$ cat config.mk
export PLATFORM = sky130hd
export DESIGN_NAME = sbtec_timer
export DESIGN_NICKNAME = d
export VERILOG_FILES = /design/src/rtl/sbtec_pkg.sv /design/src/rtl/sbtec_pin_if.sv /design/src/rtl/sbtec_pin_sync.sv /design/src/rtl/sbtec_timer.sv
export VERILOG_INCLUDE_DIRS = /design/src /design/src/rtl
export SDC_FILE = /design/constraint.sdc
export NUM_CORES = 1
export LEC_CHECK = 0
export BUFFER_PORTS_ARGS = -buffer_cell sky130_fd_sc_hd__buf_2
export CAP_MARGIN = 20
export CORE_ASPECT_RATIO = 0.7
export CORE_MARGIN = 5
export CORE_UTILIZATION = 35
export CTS_CLUSTER_SIZE = 30
export DETAILED_ROUTE_END_ITERATION = 10
export MAX_ROUTING_LAYER = met4
export PLACE_DENSITY = 0.59
export SETUP_SLACK_MARGIN = 0.15
export SYNTH_ARGS = -nofsm -noshare
export SYNTH_HDL_FRONTEND = slang
export SYNTH_SLANG_ARGS = --single-unit
$ cat constraint.sdc
create_clock -name core_clk_i -period 2.72 [get_ports core_clk_i]
set_clock_uncertainty 0.1 [all_clocks]
set_input_delay 0.408 -clock core_clk_i [delete_from_list [all_inputs] [get_ports core_clk_i]]
set_output_delay 0.408 -clock core_clk_i [all_outputs]
set_load 0.05 [all_outputs]
$ cat src/rtl/sbtec_params.svh
`ifndef SBTEC_PARAMS_SVH
`define SBTEC_PARAMS_SVH

// Register offsets on the plain register port.
`define SBTEC_ADDR_LOW    2'h0
`define SBTEC_ADDR_HIGH   2'h1
`define SBTEC_ADDR_CTRL   2'h2
`define SBTEC_ADDR_INT    2'h3

// Field positions in the counter control register.
`define SBTEC_MODE_HI     7
`define SBTEC_MODE_LO     6
`define SBTEC_RUN_BIT     4
`define SBTEC_EDGE_BIT    3

// Field positions in the interrupt control register.
`define SBTEC_IEN_BIT     0
`define SBTEC_IREQ_BIT    1

// Mode field encodings.
`define SBTEC_MODE_F_IDLE  2'h0
`define SBTEC_MODE_F_EVENT 2'h1
`define SBTEC_MODE_F_TIMER 2'h2
`define SBTEC_MODE_F_PULSE 2'h3

// Counter limits and reset values.
`define SBTEC_COUNT_MAX   16'hffff
`define SBTEC_COUNT_ONE   16'h0001
`define SBTEC_COUNT_RST   16'h0000
`define SBTEC_BYTE_RST    8'h00
`define SBTEC_MODE_RST    2'h0

// Instruction clock is the system clock divided by four.
`define SBTEC_DIV_RST     2'h0
`define SBTEC_DIV_ONE     2'h1
`define SBTEC_DIV_LAST    2'h3

`endif

$ cat src/rtl/sbtec_pkg.sv
package sbtec_pkg;

  typedef logic [7:0]  sbtec_byte_t;
  typedef logic [15:0] sbtec_word_t;
  typedef logic [1:0]  sbtec_addr_t;

  typedef enum logic [1:0] {
    SBTEC_MODE_IDLE,
    SBTEC_MODE_EVENT,
    SBTEC_MODE_TIMER,
    SBTEC_MODE_PULSE
  } sbtec_mode_t;

  typedef enum logic [1:0] {
    SBTEC_PW_IDLE,
    SBTEC_PW_ARMED,
    SBTEC_PW_COUNT
  } sbtec_pw_state_t;

endpackage : sbtec_pkg

$ cat src/rtl/sbtec_pin_if.sv
`timescale 1ns/1ps

interface sbtec_pin_if;
  logic level;
  logic rise;
  logic fall;

  modport sync (output level, output rise, output fall);
  modport core (input level, input rise, input fall);
endinterface : sbtec_pin_if

$ cat src/rtl/sbtec_pin_sync.sv
`timescale 1ns/1ps

module sbtec_pin_sync
(
  input  wire logic  core_clk_i,
  input  wire logic  srst_i,
  input  wire logic  timer_pin_i,
  sbtec_pin_if.sync  pin
);
  import sbtec_pkg::*;

  logic meta;
  logic stable;
  logic last;

  // The first stage feeds only the second; edges look at later stages.
  always_ff @(posedge core_clk_i)
  begin
    if (srst_i)
    begin
      meta   <= 1'b0;
      stable <= 1'b0;
      last   <= 1'b0;
    end
    else
    begin
      meta   <= timer_pin_i;
      stable <= meta;
      last   <= stable;
    end
  end

  assign pin.level = stable;
  assign pin.rise  = stable & ~last;
  assign pin.fall  = ~stable & last;

endmodule : sbtec_pin_sync

$ cat src/rtl/sbtec_timer.sv
// The implementer's own choices: the address map and the address-and-strobe port.
`timescale 1ns/1ps
`include "sbtec_params.svh"

// What this block does
// - Counter steps up by one per selected tick or edge, up to all ones.
// - On overflow raise interrupt, reload from preload, keep counting.
// - With counter stopped, a preload write also loads the counter.
// - While running, a new preload waits for the next overflow reload.
// - Low byte writes go into a low byte buffer only.
// - High byte write loads high half and moves buffered low byte in.
// - High byte read latches the counter low half into the buffer.
// - Low byte read returns the latched low half, not the live one.
// - Control bits seven and six select the operating mode.
// - Run bit one lets the counter run, zero stops it.
// - Edge select bit picks the active pin transition.
// - Mode one-zero is timer mode, counting system clock divided by four.
// - Event mode counts pin edges with no prescaler.
// - Event mode counts rising edges if edge select is zero, else falling.
// - Event counting goes on in power-down; overflow is a wake-up source.
// - Mode one-one measures pulses; counting starts after an active edge.
// - Edge select zero: count from falling edge until high, then stop.
// - Edge select one: count from rising edge until low, then stop.
// - Only pulse mode clears the run bit by hardware.
// - After pulse stop, ignore the pin and hold the count until rerun.
// - Cleared interrupt enable keeps the overflow from interrupting.
// - Counting is inhibited during counter reads and preload writes.
// - Overflow sets the request flag and wakes regardless of enable.

module sbtec_timer
(
  input  wire logic                   core_clk_i,
  input  wire logic                   srst_i,
  input  wire sbtec_pkg::sbtec_addr_t addr_i,
  input  wire sbtec_pkg::sbtec_byte_t wdata_i,
  input  wire logic                   wr_i,
  input  wire logic                   rd_i,
  output sbtec_pkg::sbtec_byte_t      rdata_o,
  input  wire logic                   timer_pin_i,
  output logic                        timer_irq_o,
  output logic                        wakeup_o
);
  import sbtec_pkg::*;

  sbtec_pin_if pin ();

  sbtec_word_t     count;
  sbtec_word_t     preload;
  sbtec_byte_t     low_buf;
  logic [1:0]      mode_field;
  logic            run_bit;
  logic            edge_select_bit;
  logic            int_en;
  logic            int_req;
  logic [1:0]      div_cnt;
  logic            instr_tick;
  sbtec_mode_t     mode;
  sbtec_pw_state_t pw_state;
  sbtec_pw_state_t next_pw_state;
  logic            wr_low;
  logic            wr_high;
  logic            wr_ctrl;
  logic            wr_int;
  logic            rd_low;
  logic            rd_high;
  logic            inhibit;
  logic            event_edge;
  logic            pw_start;
  logic            pw_end;
  logic            pw_stop;
  logic            count_en;
  logic            overflow;
  sbtec_word_t     next_count;

  sbtec_pin_sync u_pin_sync
  (
    .core_clk_i  (core_clk_i),
    .srst_i      (srst_i),
    .timer_pin_i (timer_pin_i),
    .pin         (pin)
  );

  assign wr_low  = wr_i && (addr_i == `SBTEC_ADDR_LOW);
  assign wr_high = wr_i && (addr_i == `SBTEC_ADDR_HIGH);
  assign wr_ctrl = wr_i && (addr_i == `SBTEC_ADDR_CTRL);
  assign wr_int  = wr_i && (addr_i == `SBTEC_ADDR_INT);
  assign rd_low  = rd_i && (addr_i == `SBTEC_ADDR_LOW);
  assign rd_high = rd_i && (addr_i == `SBTEC_ADDR_HIGH);

  // Dropping a tick on access keeps the byte pair coherent at the cost
  // of a possible one-count error.
  assign inhibit = wr_low | wr_high | rd_low | rd_high;

  always_comb
  begin
    case (mode_field)
      `SBTEC_MODE_F_EVENT: mode = SBTEC_MODE_EVENT;
      `SBTEC_MODE_F_TIMER: mode = SBTEC_MODE_TIMER;
      `SBTEC_MODE_F_PULSE: mode = SBTEC_MODE_PULSE;
      default:             mode = SBTEC_MODE_IDLE;
    endcase
  end

  // Instruction clock enable, one pulse every four system clocks.
  always_ff @(posedge core_clk_i)
  begin
    if (srst_i)
      div_cnt <= `SBTEC_DIV_RST;
    else
      div_cnt <= div_cnt + `SBTEC_DIV_ONE;
  end

  assign instr_tick = (div_cnt == `SBTEC_DIV_LAST);

  // Edge choice for event mode and for the pulse boundaries.
  assign event_edge = edge_select_bit ? pin.fall : pin.rise;
  assign pw_start   = edge_select_bit ? pin.rise : pin.fall;
  assign pw_end     = edge_select_bit ? pin.fall : pin.rise;
  assign pw_stop    = (pw_state == SBTEC_PW_COUNT) && pw_end && run_bit
                      && (mode == SBTEC_MODE_PULSE);

  always_comb
  begin
    next_pw_state = pw_state;
    case (pw_state)
      SBTEC_PW_IDLE:
        if (run_bit && (mode == SBTEC_MODE_PULSE))
          next_pw_state = SBTEC_PW_ARMED;
      SBTEC_PW_ARMED:
        if (pw_start)
          next_pw_state = SBTEC_PW_COUNT;
      SBTEC_PW_COUNT:
        if (pw_end)
          next_pw_state = SBTEC_PW_IDLE;
      default:
        next_pw_state = SBTEC_PW_IDLE;
    endcase
    if (!run_bit || (mode != SBTEC_MODE_PULSE))
      next_pw_state = SBTEC_PW_IDLE;
  end

  always_ff @(posedge core_clk_i)
  begin
    if (srst_i)
      pw_state <= SBTEC_PW_IDLE;
    else
      pw_state <= next_pw_state;
  end

  always_comb
  begin
    count_en = 1'b0;
    case (mode)
      SBTEC_MODE_TIMER: count_en = instr_tick;
      SBTEC_MODE_EVENT: count_en = event_edge;
      SBTEC_MODE_PULSE: count_en = instr_tick && (pw_state == SBTEC_PW_COUNT);
      default:          count_en = 1'b0;
    endcase
    count_en = count_en && run_bit && !inhibit;
  end

  assign overflow = count_en && (count == `SBTEC_COUNT_MAX);

  always_comb
  begin
    next_count = count;
    if (wr_high && !run_bit)
      next_count = {wdata_i, low_buf};
    else if (overflow)
      next_count = preload;
    else if (count_en)
      next_count = count + `SBTEC_COUNT_ONE;
  end

  always_ff @(posedge core_clk_i)
  begin
    if (srst_i)
      count <= `SBTEC_COUNT_RST;
    else
      count <= next_count;
  end

  always_ff @(posedge core_clk_i)
  begin
    if (srst_i)
      preload <= `SBTEC_COUNT_RST;
    else if (wr_high)
      preload <= {wdata_i, low_buf};
  end

  // One buffer serves both write staging and read latching.
  always_ff @(posedge core_clk_i)
  begin
    if (srst_i)
      low_buf <= `SBTEC_BYTE_RST;
    else if (wr_low)
      low_buf <= wdata_i;
    else if (rd_high)
      low_buf <= count[7:0];
  end

  // A software write wins over the hardware stop in the same cycle.
  always_ff @(posedge core_clk_i)
  begin
    if (srst_i)
    begin
      mode_field      <= `SBTEC_MODE_RST;
      run_bit         <= 1'b0;
      edge_select_bit <= 1'b0;
    end
    else if (wr_ctrl)
    begin
      mode_field      <= wdata_i[`SBTEC_MODE_HI:`SBTEC_MODE_LO];
      run_bit         <= wdata_i[`SBTEC_RUN_BIT];
      edge_select_bit <= wdata_i[`SBTEC_EDGE_BIT];
    end
    else if (pw_stop)
      run_bit <= 1'b0;
  end

  // Overflow beats a software clear so no event is lost.
  always_ff @(posedge core_clk_i)
  begin
    if (srst_i)
    begin
      int_en  <= 1'b0;
      int_req <= 1'b0;
    end
    else
    begin
      if (wr_int)
        int_en <= wdata_i[`SBTEC_IEN_BIT];
      if (overflow)
        int_req <= 1'b1;
      else if (wr_int)
        int_req <= wdata_i[`SBTEC_IREQ_BIT];
    end
  end

  always_ff @(posedge core_clk_i)
  begin
    if (srst_i)
    begin
      timer_irq_o <= 1'b0;
      wakeup_o    <= 1'b0;
    end
    else
    begin
      timer_irq_o <= int_req && int_en;
      wakeup_o    <= overflow;
    end
  end

  always_ff @(posedge core_clk_i)
  begin
    if (srst_i)
      rdata_o <= `SBTEC_BYTE_RST;
    else if (rd_i)
    begin
      case (addr_i)
        `SBTEC_ADDR_LOW:  rdata_o <= low_buf;
        `SBTEC_ADDR_HIGH: rdata_o <= count[15:8];
        `SBTEC_ADDR_CTRL:
        begin
          rdata_o                                   <= `SBTEC_BYTE_RST;
          rdata_o[`SBTEC_MODE_HI:`SBTEC_MODE_LO]    <= mode_field;
          rdata_o[`SBTEC_RUN_BIT]                   <= run_bit;
          rdata_o[`SBTEC_EDGE_BIT]                  <= edge_select_bit;
        end
        default:
        begin
          rdata_o                  <= `SBTEC_BYTE_RST;
          rdata_o[`SBTEC_IEN_BIT]  <= int_en;
          rdata_o[`SBTEC_IREQ_BIT] <= int_req;
        end
      endcase
    end
  end
endmodule : sbtec_timer

Word-level counts from Yosys, hierarchy flattened
Index checks and enable logic that the tools add are counted.
{"block": "classes", "bitwise_logic": 7, "n_eq_ne": 17, "mux": 18, "reduce_logical": 27, "n_addsub": 2}
{"op": "$mux W16", "n": 3}
{"op": "$pmux W8 S3", "n": 1}
{"op": "$add A16 B1 Y16 const B", "n": 1}
{"op": "$eq A16 B16 Y1 const B", "n": 1}
{"op": "$eq A2 B2 Y1 const B", "n": 8}
{"op": "$logic_and A1 B1 Y1", "n": 16}
{"op": "$mux W8", "n": 2}
{"op": "$pmux W2 S3", "n": 2}
{"op": "$eq A2 B1 Y1 const B", "n": 4}
{"op": "$ne A2 B2 Y1 const B", "n": 4}
{"op": "$mux W1", "n": 6}
{"op": "$mux W2", "n": 3}
{"op": "$reduce_bool A2 Y1", "n": 3}
{"op": "$logic_not A2 Y1", "n": 2}
{"op": "$or A1 B1 Y1", "n": 3}
{"op": "$pmux W1 S3", "n": 1}
{"op": "$reduce_and A3 Y1", "n": 1}
{"op": "$reduce_bool A3 Y1", "n": 1}
{"op": "$add A2 B1 Y2 const B", "n": 1}
{"op": "$and A1 B1 Y1", "n": 2}
{"op": "$logic_not A1 Y1", "n": 2}
{"op": "$not A1 Y1", "n": 2}
{"op": "$reduce_or A2 Y1", "n": 1}
{"op": "$logic_or A1 B1 Y1", "n": 1}
{"block": "word_totals", "inputBits": 15, "elab_cells": 87, "ff_bits": 63, "output_inout_bits": 10}

Longest topological paths before layout
Gate-level depths: netlist of run 1.
{"block": "logic_depth", "ltp_word": 10, "mapped_depth": 9, "mapped_depth_nobuf": 6}

By module
Synthesis of run 1 repeated with hierarchy kept, for this count alone.
{"block": "hier_totals", "cells_unflattened": 386, "area_unflattened_um2": 3168.0}
{"mod": "sbtec_timer", "area_per_inst_um2": 3076.7, "n_inst": 1, "seq_area_each_um2": 1201.2, "cells_each": 378}
{"mod": "sbtec_pin_sync", "area_per_inst_um2": 91.3, "n_inst": 1, "seq_area_each_um2": 60.1, "cells_each": 8}

Worst setup path before layout of run 1
Ideal clock, no wire load.
{"block": "synth_timing", "path_type": "register to register", "startpoint": "register count[0]", "endpoint": "register count[3]", "stages_incl_launch_ff": 8, "arrival_ps": 1811, "n_path_buf": 1, "t_required_ps": 2487, "period_less_slack_ps": 2043, "setup_time_ps": 133, "setup_slack_ps": 677, "cell_sequence": "dfxtp_1 > ha_1 > nand3_4 > or2_1 > buf_6 > or4_4 > o211ai_2 > a31oi_1"}
{"block": "synth_via", "elab_chain_cells": 4, "elab_cells_between_ends": 7, "cone_classes": "add/sub (1); eq/ne (1); mux (3); reduce/logical (2)"}
{"item": "start, declared", "line": "sbtec_timer.sv:47", "text": "sbtec_word_t count;"}
{"item": "start signal, assigned", "line": "sbtec_timer.sv:178", "text": "count <= `SBTEC_COUNT_RST;"}
{"item": "start signal, assigned", "line": "sbtec_timer.sv:180", "text": "count <= next_count;"}
{"item": "$add A16 B1 Y16 (no source line) or $eq A16 B16 Y1 (tied branches)"}
{"item": "$mux W16 or $logic_and A1 B1 Y1 (tied branches)", "line": "sbtec_timer.sv:171, sbtec_timer.sv:162"}
{"item": "$mux W16", "line": "sbtec_timer.sv:169", "text": "else if (overflow)"}
{"item": "$mux W16", "line": "sbtec_timer.sv:167", "text": "if (wr_high && !run_bit)"}
Parallel ways exist; a longest one is shown, timed or not. The select of a mux whose other input is x is not followed.
A chain may end at the register's enable or synchronous reset.

Final worst setup path of run 1
{"block": "layout_timing", "startpoint": "register count[8]", "endpoint": "register count[13]"}
Same word-level chain as after synthesis.

==> impl_results.rst, run 1 <==
.. list-table::
   :header-rows: 1

   * - Metric
     - Value
   * - Outcome
     - complete, no violations
   * - Post-synth EDFFs
     - 0
   * - CTS tree
     - yes
   * - Xor/xnor cell area share of the yosys netlist
     - under 10%
   * - Largest family of logic cells by synthesized area
     - simple AND/OR/NAND/NOR gates
   * - Count of mapped cells out of synthesis
     - 389
   * - YS warnings
     - 0
   * - Proportion of netlist area held by the largest area contributor
     - 40.0%
   * - H-Tree Depth
     - 3
   * - CTS Buf Count
     - 9
   * - Routability congestion estimate
     - between 0.9 and 1
   * - Hold path start
     - timer_pin_i
   * - Clock insertion delay at the later pin of the skew report
     - 330 ps
   * - Via count of the first global-routing pass
     - 2762
   * - Post-synth top cells
     - 79 x sky130_fd_sc_hd__nand2_1, 63 x sky130_fd_sc_hd__dfxtp_1, 33 x sky130_fd_sc_hd__a21oi_1, 31 x sky130_fd_sc_hd__nor2_1, 17 x sky130_fd_sc_hd__nand3_1
   * - Floorplan die area
     - about 11000 µm²
   * - Area Growth Syn to Fin
     - 16.6%
   * - Async set-or-reset flop fraction in the synthesized netlist
     - 0%
   * - Via count of the routed design
     - 2981
   * - Hold_ws
     - 206 ps
   * - Gate family responsible for the most delay along the worst path
     - simple AND/OR/NAND/NOR gates
   * - Fraction of final layout cells with drive strength greater than 1
     - 15.0%
   * - Worst R2R Path Depth
     - 5
   * - Total clock sinks
     - 63
   * - Half-perimeter wire length of the detailed placement result
     - roughly 7000 µm
   * - Post-CTS clock slew at the launch and capture registers of the worst setup and hold paths
     - 50 ps
   * - Critical path startpoint category
     - flip-flop
   * - First-pass GRT wire length
     - 15400 µm
   * - Average footprint of a synthesized cell
     - 8.11 µm²
   * - Number of antenna violations at the first check in global routing
     - 0
   * - Average via count per standard cell
     - 5.54
   * - DR WL/cell
     - between 15 and 20 µm
   * - Number of hold-slack violations in the final timing report
     - 0
   * - Sink of the worst hold path
     - u_pin_sync.meta
   * - Endpoint of the lowest-slack register-to-register path
     - count[13]
   * - Number of DRC violations after detailed-routing iteration 0
     - a little under 300
   * - DRC viols
     - 0
   * - Class of the worst hold path
     - in -> reg
   * - Part of the Yosys area used for sequential elements
     - around 40%
   * - Total count of max-transition violations in the final report
     - 0
   * - Required time at the worst-slack endpoint
     - ~2900 ps
   * - Post-placement cell area
     - 3410 µm²
   * - Worst slew slack as a fraction of its limit
     - 49.8%
   * - Standard cell core area
     - 8930 µm²
   * - Dominant cells by area after synthesis
     - sky130_fd_sc_hd__dfxtp_1 40%, sky130_fd_sc_hd__nand2_1 9.4%, sky130_fd_sc_hd__a21oi_1 5.2%
   * - Final sum of negative setup slack
     - 0 ps
   * - Share of cell area taken by muxes after synthesis
     - between 7 and 8%
   * - Kind of critical path
     - reg -> reg
   * - Cell with the largest stage delay on the worst path
     - sky130_fd_sc_hd__or3_1
   * - Largest net degree at the start of global routing
     - 26
   * - Buffers from clock root to sink, at most
     - 2
   * - Critical path, cell by cell
     - nand4_4, or3_1, nor2_8, nor2_1, a2111oi_2
   * - First-pass iteration count of the detailed router
     - 5
   * - Unrepaired setup endpoints after global routing
     - false
   * - Internal reg-to-reg setup slack
     - 510 ps
   * - Starting utilization of the core area
     - ~35%
   * - Hold buffer count at CTS
     - 0
   * - Top Ports
     - 25
   * - Synth area leader
     - sky130_fd_sc_hd__dfxtp_1
   * - Chip Width
     - 123 µm
   * - Slowest Stage Delay on Critical Path
     - approximately 560 ps
   * - Remaining Overflow, GRT
     - 0
   * - Leakage power of the design
     - 0.00133 µW
   * - Root buf cell
     - sky130_fd_sc_hd__clkbuf_16
   * - Nets
     - approximately 430
   * - Achievable clock frequency
     - around 450 MHz
   * - Complex-gate fraction of the synthesized area
     - between 10% and 20%
   * - Overall die height
     - between 80 and 90 µm
   * - Signal arrival time at the worst endpoint
     - 2340 ps
   * - Adder and majority cell fraction of the synthesized area
     - 0.793%
   * - Tightest Pin Transition
     - between 700 and 800 ps
   * - Crit end category
     - flip-flop
   * - Part of the cycle the worst path needs
     - 81.4%
   * - Number of filler cells placed in the layout
     - between 900 and 1000
   * - Share of synthesized cell area in and, or, nand and nor gates
     - 27.0%
   * - Most instantiated library cell after synthesis
     - sky130_fd_sc_hd__nand2_1
   * - # Post-CTS Setup Buffers
     - 0
   * - Netlist area before placement
     - about 3200 µm²
   * - Detail Route Antenna Nets
     - 0
   * - Gr usage total
     - 19.3%
   * - Number of antenna diodes
     - 0
   * - Time the worst path needs with I/O delays and setup
     - 2210 ps
   * - Max Cap Viol
     - 0
   * - P per Cell Area
     - 595 nW/µm²
   * - Startpoint of the worst register-to-register path
     - count[8]
   * - Number of cells traversed by the worst hold path
     - 2
   * - Commonest register cell after synthesis
     - sky130_fd_sc_hd__dfxtp_1
   * - Number of buffers inserted by port buffering
     - 24
   * - Number of buffer and inverter stages on the critical path
     - 0
   * - Placement Rows
     - 29
   * - # resized after CTS
     - 0
   * - Number of library cell types mapped by synthesis
     - 49
   * - Net count of the mapped netlist
     - approximately 410
   * - Flop and latch count out of synthesis
     - 63
   * - Total Wirelength
     - 9590 µm
   * - Worst ir drop on vdd
     - 0.312 mV
   * - CP max FO
     - 9
   * - Total of endpoints with negative setup slack in the final report
     - 0
   * - Final instance area
     - 3680 µm²
==> cell families after synthesis <==
family | Yosys count
flops | 63
mux | 22
simple gates | 175
fa+ha+maj | 2
compound gates | 83
xor+xnor | 9
buf+inv | 35
==> where the power goes <==
group	internal, µW	switching [µW]	leakage [µW]	total (µW)
clock network	653	376	0.000132	1030
registers	954	28.0	0.000512	982
logic	58.9	119	0.000682	178
==> worst register-to-register path, stage by stage (launching register included) <==
cell                        delay (ps)
sky130_fd_sc_hd__dfxtp_1           510
sky130_fd_sc_hd__nand4_4           210
sky130_fd_sc_hd__or3_1             570
sky130_fd_sc_hd__nor2_8            280
sky130_fd_sc_hd__nor2_1            130
sky130_fd_sc_hd__a2111oi_2         330
==> layout make-up <==
cell class / instances / area [µm²] / area share, %
multi-input combinational: 291 / 1750 / 47.4
sequential: 63 / 1260 / 34.3
clock buffer: 13 / 260 / 7.07
timing repair buffer: 37 / 218 / 5.92
tap: 124 / 155 / 4.22
inverter: 9 / 33.8 / 0.918
clock inverter: 1 / 5.00 / 0.136
==> sequential cells by signal, summed over array words and instances (netlist names), 2 cells and up <==
signal,count
count,16
div_cnt,2
low_buf,8
mode_field,2
preload,16
pw_state,2
rdata_o,8
==> routing by layer <==
layer  GRT usage [%]  wire length (µm)
met5               -                 0
met4            5.23               144
met3            6.26               948
met2            24.3              3600
met1            28.7              4890
==> cell usage in the layout, fill, tap and decap left out, drive strengths merged, types with 3 or more instances in the layout <==
cell	n
nand2	79
xor2	4
inv	9
nor2	32
nor4	4
a21oi	33
dfxtp	63
and3b	3
o21ai	9
buf	37
nand3	18
and2	3
mux2i	16
xnor2	5
mux2	6
o211ai	6
a311oi	11
nor2b	6
nand3b	4
a211oi	9
clkbuf	13
nand4	7
nor3	9
==> worst max path at each step <==
stage / startpoint / endpoint / slack [ps] / cells after the start
2_1_floorplan: count[0] / count[3] / 680 / 7
3_3_place_gp: addr_i[1] / count[6] / 490 / 6
3_5_place_dp: addr_i[1] / count[6] / 450 / 6
4_1_cts: count[8] / count[13] / 540 / 5
5_1_grt: count[8] / count[13] / 350 / 5
6_report: count[8] / count[13] / 510 / 5
==> through the flow <==
stage                     util, %  total power [µW]  setup slack, ps  cells
after floorplan                 -              1110              677    389
after global placement       38.2              1170              494    524
after detailed placement     38.2              1180              447    524
after CTS                    41.2              2210              544    538
after global routing         41.2              2280              351    538
final                        41.2              2190              507    538
Power figures use the tool's default switching activity.
==> run 2, diff against run 1 <==
--- a/config.mk
+++ b/config.mk
@@ -14,7 +14,7 @@
 export CTS_CLUSTER_SIZE = 30
 export DETAILED_ROUTE_END_ITERATION = 10
 export MAX_ROUTING_LAYER = met4
-export PLACE_DENSITY = 0.59
+export PLACE_DENSITY = 0.61
 export SETUP_SLACK_MARGIN = 0.15
 export SYNTH_ARGS = -nofsm -noshare
 export SYNTH_HDL_FRONTEND = slang
==> constraint.sdc (replaced) <==
create_clock -name core_clk_i -period 1.9 [get_ports core_clk_i]
set_clock_uncertainty 0.1 [all_clocks]
set_input_delay 0.285 -clock core_clk_i [delete_from_list [all_inputs] [get_ports core_clk_i]]
set_output_delay 0.285 -clock core_clk_i [all_outputs]
set_load 0.05 [all_outputs]
==> run 2 against run 1 <==
Compared with the run above: die area is the same; clock power grew 77%; global-route usage grew 0.63 points; design area grew 20%; flip-flop and latch count is the same; worst hold slack lost 130 ps; sequential share of layout area shrank 5.4 points; routed wire length grew 8.5%; count of clock-buffer cells in the layout shrank 2; non-clock buffer count grew 55; setup slack lost 460 ps.
==> impl_results.rst, run 2 (synthesis gave the netlist of run 1 again) <==
.. list-table::
   :header-rows: 1

   * - Metric
     - Value
   * - Total count of max-transition violations in the final report
     - 0
   * - CP max FO
     - 4
   * - Via count of the routed design
     - 3240
   * - Endpoint of the lowest-slack register-to-register path
     - count[3]
   * - Required time at the worst-slack endpoint
     - 2050 ps
   * - Number of hold-slack violations in the final timing report
     - 0
   * - Tightest Pin Transition
     - 590 ps
   * - Worst R2R Path Depth
     - 6
   * - Startpoint of the worst register-to-register path
     - count[15]
   * - Number of cells traversed by the worst hold path
     - 2
   * - Signal arrival time at the worst endpoint
     - 2000 ps
   * - Via count of the first global-routing pass
     - 3028
   * - Largest registers
     - count: 16 flops, preload: 16 flops
   * - Overall die height
     - 89.4 µm
   * - Post-layout total power
     - 3520 µW
   * - Number of filler cells placed in the layout
     - 853
   * - Detail Route Antenna Nets
     - 0
   * - Area occupied by multi-input gates
     - about 1900 µm²
   * - First-pass iteration count of the detailed router
     - 5
   * - First-pass GRT wire length
     - 16000 µm
   * - DR WL/cell
     - 17.4 µm
   * - CTS tree
     - yes
   * - Most common library cell in the layout ignoring fill and taps
     - sky130_fd_sc_hd__nand2_1
   * - Half-perimeter wire length of the detailed placement result
     - 7330 µm
   * - Root buf cell
     - sky130_fd_sc_hd__clkbuf_16
   * - P per Cell Area
     - 797 nW/µm²
   * - Clock insertion delay at the later pin of the skew report
     - 330 ps
   * - Critical path startpoint category
     - flip-flop
   * - Total Wirelength
     - 10400 µm
   * - Starting utilization of the core area
     - 35.4%
   * - Class of the worst hold path
     - in -> reg
   * - Part of the cycle the worst path needs
     - 97.3%
   * - Achievable clock frequency
     - 541 MHz
   * - Hold path start
     - timer_pin_i
   * - Largest net degree at the start of global routing
     - 25
   * - Routability congestion estimate
     - 0.981
   * - Post-CTS clock slew at the launch and capture registers of the worst setup and hold paths
     - around 50 ps
   * - Pre-CTS worst setup slack
     - -5.61 ps
   * - Storage element area
     - 1280 µm²
   * - Number of DRC violations after detailed-routing iteration 0
     - 300
   * - DRC viols
     - 0
   * - Placement Rows
     - 29
   * - Top Ports
     - 25
   * - Time the worst path needs with I/O delays and setup
     - 1850 ps
   * - Nets
     - 483
   * - Max Cap Viol
     - 0
   * - Minimum setup slack in the final design
     - 51.1 ps
   * - Area Growth Syn to Fin
     - 40.2%
   * - Internal reg-to-reg setup slack
     - 50 ps
   * - Average via count per standard cell
     - between 5 and 6
   * - Standard cell core area
     - 8930 µm²
   * - Final sum of negative setup slack
     - 0 ps
   * - Total of endpoints with negative setup slack in the final report
     - 0
   * - Remaining Overflow, GRT
     - 0
   * - Kind of critical path
     - reg -> reg
   * - Chip Width
     - roughly 120 µm
   * - CTS Buf Count
     - 9
   * - Leakage power of the design
     - 0.00171 µW
   * - Crit end category
     - flip-flop
   * - Total clock sinks
     - 63
   * - Fraction of final layout cells with drive strength greater than 1
     - 34.2%
   * - Commonest cells after routing, fill and taps aside
     - 78 x sky130_fd_sc_hd__nand2_1, 58 x sky130_fd_sc_hd__buf_4, 49 x sky130_fd_sc_hd__dfxtp_1
   * - Buffers from clock root to sink, at most
     - 2
   * - H-Tree Depth
     - 3
   * - Worst slew slack as a fraction of its limit
     - between 60% and 70%
   * - Number of antenna violations at the first check in global routing
     - 1
   * - Unrepaired setup endpoints after global routing
     - true
   * - Hold buffer count at CTS
     - 0
   * - Worst ir drop on vdd
     - 0.539 mV
   * - Floorplan die area
     - 11000 µm²
   * - Outcome
     - complete, no violations
   * - Gr usage total
     - 19.9%
   * - Sink of the worst hold path
     - u_pin_sync.meta
   * - Number of buffers inserted by port buffering
     - 24
## run 2: worst max-delay path, stage by stage, from the launching register on
cell,delay [ps]
sky130_fd_sc_hd__dfxtp_2,330
sky130_fd_sc_hd__nand3_2,110
sky130_fd_sc_hd__or3_4,460
sky130_fd_sc_hd__buf_4,180
sky130_fd_sc_hd__o21ai_0,280
sky130_fd_sc_hd__o211ai_2,140
sky130_fd_sc_hd__a31oi_1,160
## run 2: repair_timing
action / in CTS / in global routing
setup buffers: 5 / 4
setup endpoints to repair: 14 / 16
endpoints found under the hold margin: 0 / 0
gates resized for setup: 17 / 31
pin swaps: 5 / 17
## run 2: worst max-delay path by stage
stage	from	slack [ps]	cells after the start	endpoint
2_1_floorplan	count[1]	-10	7	count[3]
3_3_place_gp	rd_i	50	7	count[1]
3_5_place_dp	rd_i	-6	7	count[13]
4_1_cts	count[1]	110	6	count[3]
5_1_grt	count[15]	-40	6	count[3]
6_report	count[15]	50	6	count[3]
## run 2: routing by layer
| layer | up-vias | part of all wire, % | wire (µm) | global-route usage (%) |
|---|---|---|---|---|
| met4 | 0 | 1.6 | 170 | 5.73 |
| met1 | 1532 | 48 | 4950 | 27.5 |
| met3 | 27 | 8.8 | 914 | 6.58 |
| met5 | - | 0 | 0 | - |
| met2 | 143 | 42 | 4370 | 27.6 |
| li1 | 1538 | - | - | - |
## run 2: area by class of cell
cell class                      instances  area share [%]
Multi-Input combinational cell        291            43.5
Sequential cell                        63            28.9
Timing Repair Buffer                   92            15.7
Clock buffer                           11            5.71
Tap cell                              124            3.51
Clock inverter                          5            1.81
Inverter                                9           0.764
Antenna cell                            1          0.0566
## run 2: through the flow
step	area (µm²)	utilization (%)	instances	hold WS [ps]
after floorplan	3200	-	389	299
after global routing	4420	49.6	596	89.0
after CTS	4270	47.8	591	70.4
final	4420	49.6	596	73.2
after global placement	3820	42.8	570	315
after detailed placement	3820	42.8	570	312
## run 2: where the power goes
part           internal, µW  leakage [µW]  total (µW)  switching [µW]
combinational           114       0.00103         304             189
sequential             1370      0.000519        1400            34.7
clock                  1220      0.000158        1820             605
==> run 3, diff against run 2 <==
--- a/config.mk
+++ b/config.mk
@@ -6,6 +6,7 @@
 export SDC_FILE = /design/constraint.sdc
 export NUM_CORES = 1
 export LEC_CHECK = 0
+export ABC_AREA = 1
 export BUFFER_PORTS_ARGS = -buffer_cell sky130_fd_sc_hd__buf_2
 export CAP_MARGIN = 20
 export CORE_ASPECT_RATIO = 0.7
==> run 3 against run 2 <==
Compared with the run above: first-iteration DRC count decreased by 27%; combinational power shrank 4%; sequential share of layout area grew 1.1 points; sequential power about the same; setup slack improved by 170 ps; register-to-register slack gained 170 ps; via count grew 8.2%; global-route usage shrank 0.48 points; count of clock-buffer cells in the layout increased by 1; synthesized area is 7.6% higher; synthesized cell count grew 32%.
==> impl_results.rst, run 3 <==
.. list-table::
   :header-rows: 1

   * - Metric
     - Value
   * - Outcome
     - complete, no violations
   * - Number of antenna diodes
     - 0
   * - Pre-CTS worst setup slack
     - 27.7 ps
   * - Number of buffers inserted by port buffering
     - 24
   * - DR WL/cell
     - 15.6 µm
   * - Leakage power of the design
     - 0.00183 µW
   * - Top Ports
     - 25
   * - Via count of the first global-routing pass
     - around 3300
   * - Number of hold-slack violations in the final timing report
     - 0
   * - Post-synth top cells
     - 132 x sky130_fd_sc_hd__nand2_1, 63 x sky130_fd_sc_hd__dfxtp_1, 60 x sky130_fd_sc_hd__nor2_1, 52 x sky130_fd_sc_hd__inv_1, 34 x sky130_fd_sc_hd__nand3_1
   * - Total placed cells including tap cells
     - just under 700
   * - Half-perimeter wire length of the detailed placement result
     - 7820 µm
   * - Chip Width
     - 128 µm
   * - Minimum setup slack in the final design
     - 218 ps
   * - Detail Route Antenna Nets
     - 0
   * - Worst ir drop on vdd
     - 0.453 mV
   * - Unrepaired setup endpoints after global routing
     - true
   * - Net switching power
     - 802 µW
   * - Post-CTS clock slew at the launch and capture registers of the worst setup and hold paths
     - 50 ps
   * - Worst slew slack as a fraction of its limit
     - a little over three fifths
   * - Total Wirelength
     - about 11000 µm
   * - Net count of the mapped netlist
     - 529
   * - Part of the Yosys area used for sequential elements
     - 37.1%
   * - Hold_ws
     - between 50 and 60 ps
   * - Average via count per standard cell
     - ~5
   * - Most instantiated library cell after synthesis
     - sky130_fd_sc_hd__nand2_1
   * - Flop and latch count out of synthesis
     - 63
   * - Tightest Pin Transition
     - 557 ps
   * - Comb pwr share
     - under 10%
   * - DRC viols
     - 0
   * - Root buf cell
     - sky130_fd_sc_hd__clkbuf_16
   * - Via count of the routed design
     - 3507
   * - Time the worst path needs with I/O delays and setup
     - 1680 ps
   * - Achievable clock frequency
     - 594 MHz
   * - Total of endpoints with negative setup slack in the final report
     - 0
   * - Buffers from clock root to sink, at most
     - 2
   * - Proportion of netlist area held by the largest area contributor
     - approximately 37%
   * - Area Growth Syn to Fin
     - 24.5%
   * - Number of antenna violations at the first check in global routing
     - 0
   * - Remaining Overflow, GRT
     - 0
   * - Commonest cells after routing, fill and taps aside
     - 129 x sky130_fd_sc_hd__nand2_1, 57 x sky130_fd_sc_hd__nor2_1, 57 x sky130_fd_sc_hd__dfxtp_1
   * - H-Tree Depth
     - 3
   * - YS warnings
     - 0
   * - Average footprint of a synthesized cell
     - 6.63 µm²
   * - Required time at the worst-slack endpoint
     - 2060 ps
   * - Nets
     - 583
   * - Number of library cell types mapped by synthesis
     - 35
   * - CP max FO
     - 8
   * - Netlist area before placement
     - between 3000 and 4000 µm²
   * - Signal arrival time at the worst endpoint
     - 1840 ps
   * - Commonest register cell after synthesis
     - sky130_fd_sc_hd__dfxtp_1
   * - Area occupied by multi-input gates
     - 1870 µm²
   * - Number of filler cells placed in the layout
     - 1009
   * - Layout Cells excl Fill
     - 699
   * - Total count of max-transition violations in the final report
     - 0
   * - Post-placement cell area
     - 3830 µm²
   * - P per Cell Area
     - about 760 nW/µm²
   * - Floorplan die area
     - approximately 12000 µm²
   * - Proportion of power drawn by the clock network
     - between 40% and 50%
   * - Max Cap Viol
     - 0
   * - Async set-or-reset flop fraction in the synthesized netlist
     - 0%
   * - Standard cell core area
     - 9570 µm²
   * - Storage element area
     - 1270 µm²
   * - Synth area leader
     - sky130_fd_sc_hd__dfxtp_1
   * - Final sum of negative setup slack
     - 0 ps
   * - Sw frac
     - 25.0%
   * - Most common library cell in the layout ignoring fill and taps
     - sky130_fd_sc_hd__nand2_1
   * - Critical path startpoint category
     - flip-flop
   * - Fraction of final layout cells with drive strength greater than 1
     - 21.5%
   * - Total clock sinks
     - 63
   * - Sequential group share of total power
     - 43.6%
   * - Overall die height
     - 92.4 µm
   * - Class of the worst hold path
     - in -> reg
   * - Clock insertion delay at the later pin of the skew report
     - approximately 330 ps
   * - Number of DRC violations after detailed-routing iteration 0
     - 219
   * - Dominant cells by area after synthesis
     - sky130_fd_sc_hd__dfxtp_1 37%, sky130_fd_sc_hd__nand2_1 15%, sky130_fd_sc_hd__nor2_1 6.6%
   * - Count of mapped cells out of synthesis
     - 512
   * - Post-synth EDFFs
     - 0
   * - Starting utilization of the core area
     - 35.5%
   * - Final instance area
     - 4230 µm²
   * - Kind of critical path
     - reg -> reg
   * - Gr usage total
     - 19.4%
   * - CTS tree
     - yes
   * - Largest registers
     - count: 16 flops, preload: 16 flops
   * - Part of the cycle the worst path needs
     - 88.5%
   * - Routability congestion estimate
     - 0.962
   * - Largest net degree at the start of global routing
     - 36
   * - First-pass iteration count of the detailed router
     - 5
   * - Internal Dissipation
     - 2400 µW
   * - CTS Buf Count
     - 9
   * - First-pass GRT wire length
     - between 15000 and 20000 µm
   * - Placement Rows
     - 30
   * - Crit end category
     - flip-flop
run 3: cell types whose count changed after synthesis, sizes merged, moves of 7 or more:
cell    delta
nand2     +56
a211oi     -8
a21oi      +7
o21ai     +24
nor2      +36
nand3     +18
nor3      +13
a311oi    -11
inv       +51
mux2i     -16
run 3: repair_timing:
item	in CTS	in global routing
hold buffers	0	0
cloned	2	0
endpoints found under the hold margin	0	0
setup endpoints to repair	15	18
pin swaps	1	3
buffers inserted	2	2
resized for setup	3	18
run 3: path summary, 6_finish.rpt:
path | from | endpoint | slack (ps) | cells after the start
worst max-delay path | count[1] | int_req | 220 | 8
worst min-delay path | timer_pin_i | u_pin_sync.meta | 50 | 3
worst max register to register | count[1] | int_req | 220 | 8
worst min register to register | u_pin_sync.meta | u_pin_sync.pin.level | 310 | 2
run 3: logic make-up after synthesis:
kind of cell / share of synthesized area (%)
compound gates: 14.1
simple gates: 35.4
flops: 37.1
buf+inv: 10.0
fa+ha+maj: 0.737
xor+xnor: 2.58
run 3: cell type report:
class	count	area share, %
Clock inverter	4	0.473
Clock buffer	12	6.07
Sequential cell	63	30.1
Timing Repair Buffer	59	9.35
Multi-Input combinational cell	367	44.3
Tap cell	128	3.79
Inverter	66	5.95
run 3: power groups by stage:
stage / logic [µW] / clock network [µW] / registers, µW
finish: 291 / 1520 / 1400
global route: 322 / 1620 / 1400
CTS: 286 / 1550 / 1400
detailed placement: 281 / 0 / 1420
global placement: 277 / 0 / 1420
floorplan: 157 / 0 / 1430
run 3: through the flow:
| stage | utilization (%) | power (µW) |
|---|---|---|
| 4_1_cts | 43.5 | 3230 |
| 2_1_floorplan | - | 1590 |
| 3_3_place_gp | 40.0 | 1700 |
| 6_report | 44.2 | 3200 |
| 5_1_grt | 44.2 | 3340 |
| 3_5_place_dp | 40.0 | 1710 |
run 3: critical path, cell delays in order, from the launching register on:
cell	delay, ps
sky130_fd_sc_hd__dfxtp_4	370
sky130_fd_sc_hd__ha_4	140
sky130_fd_sc_hd__nand3_2	100
sky130_fd_sc_hd__inv_2	100
sky130_fd_sc_hd__nand3_4	100
sky130_fd_sc_hd__nor2_8	210
sky130_fd_sc_hd__nand3_4	180
sky130_fd_sc_hd__buf_4	190
sky130_fd_sc_hd__a21oi_1	100
run 3: metal layers:
metal	vias up	global-route usage [%]	part of all wire (%)
li1	1756	-	-
met3	20	5.01	9.3
met2	135	25.5	38
met1	1596	28.3	50
met4	0	6.98	2.0
met5	-	-	0
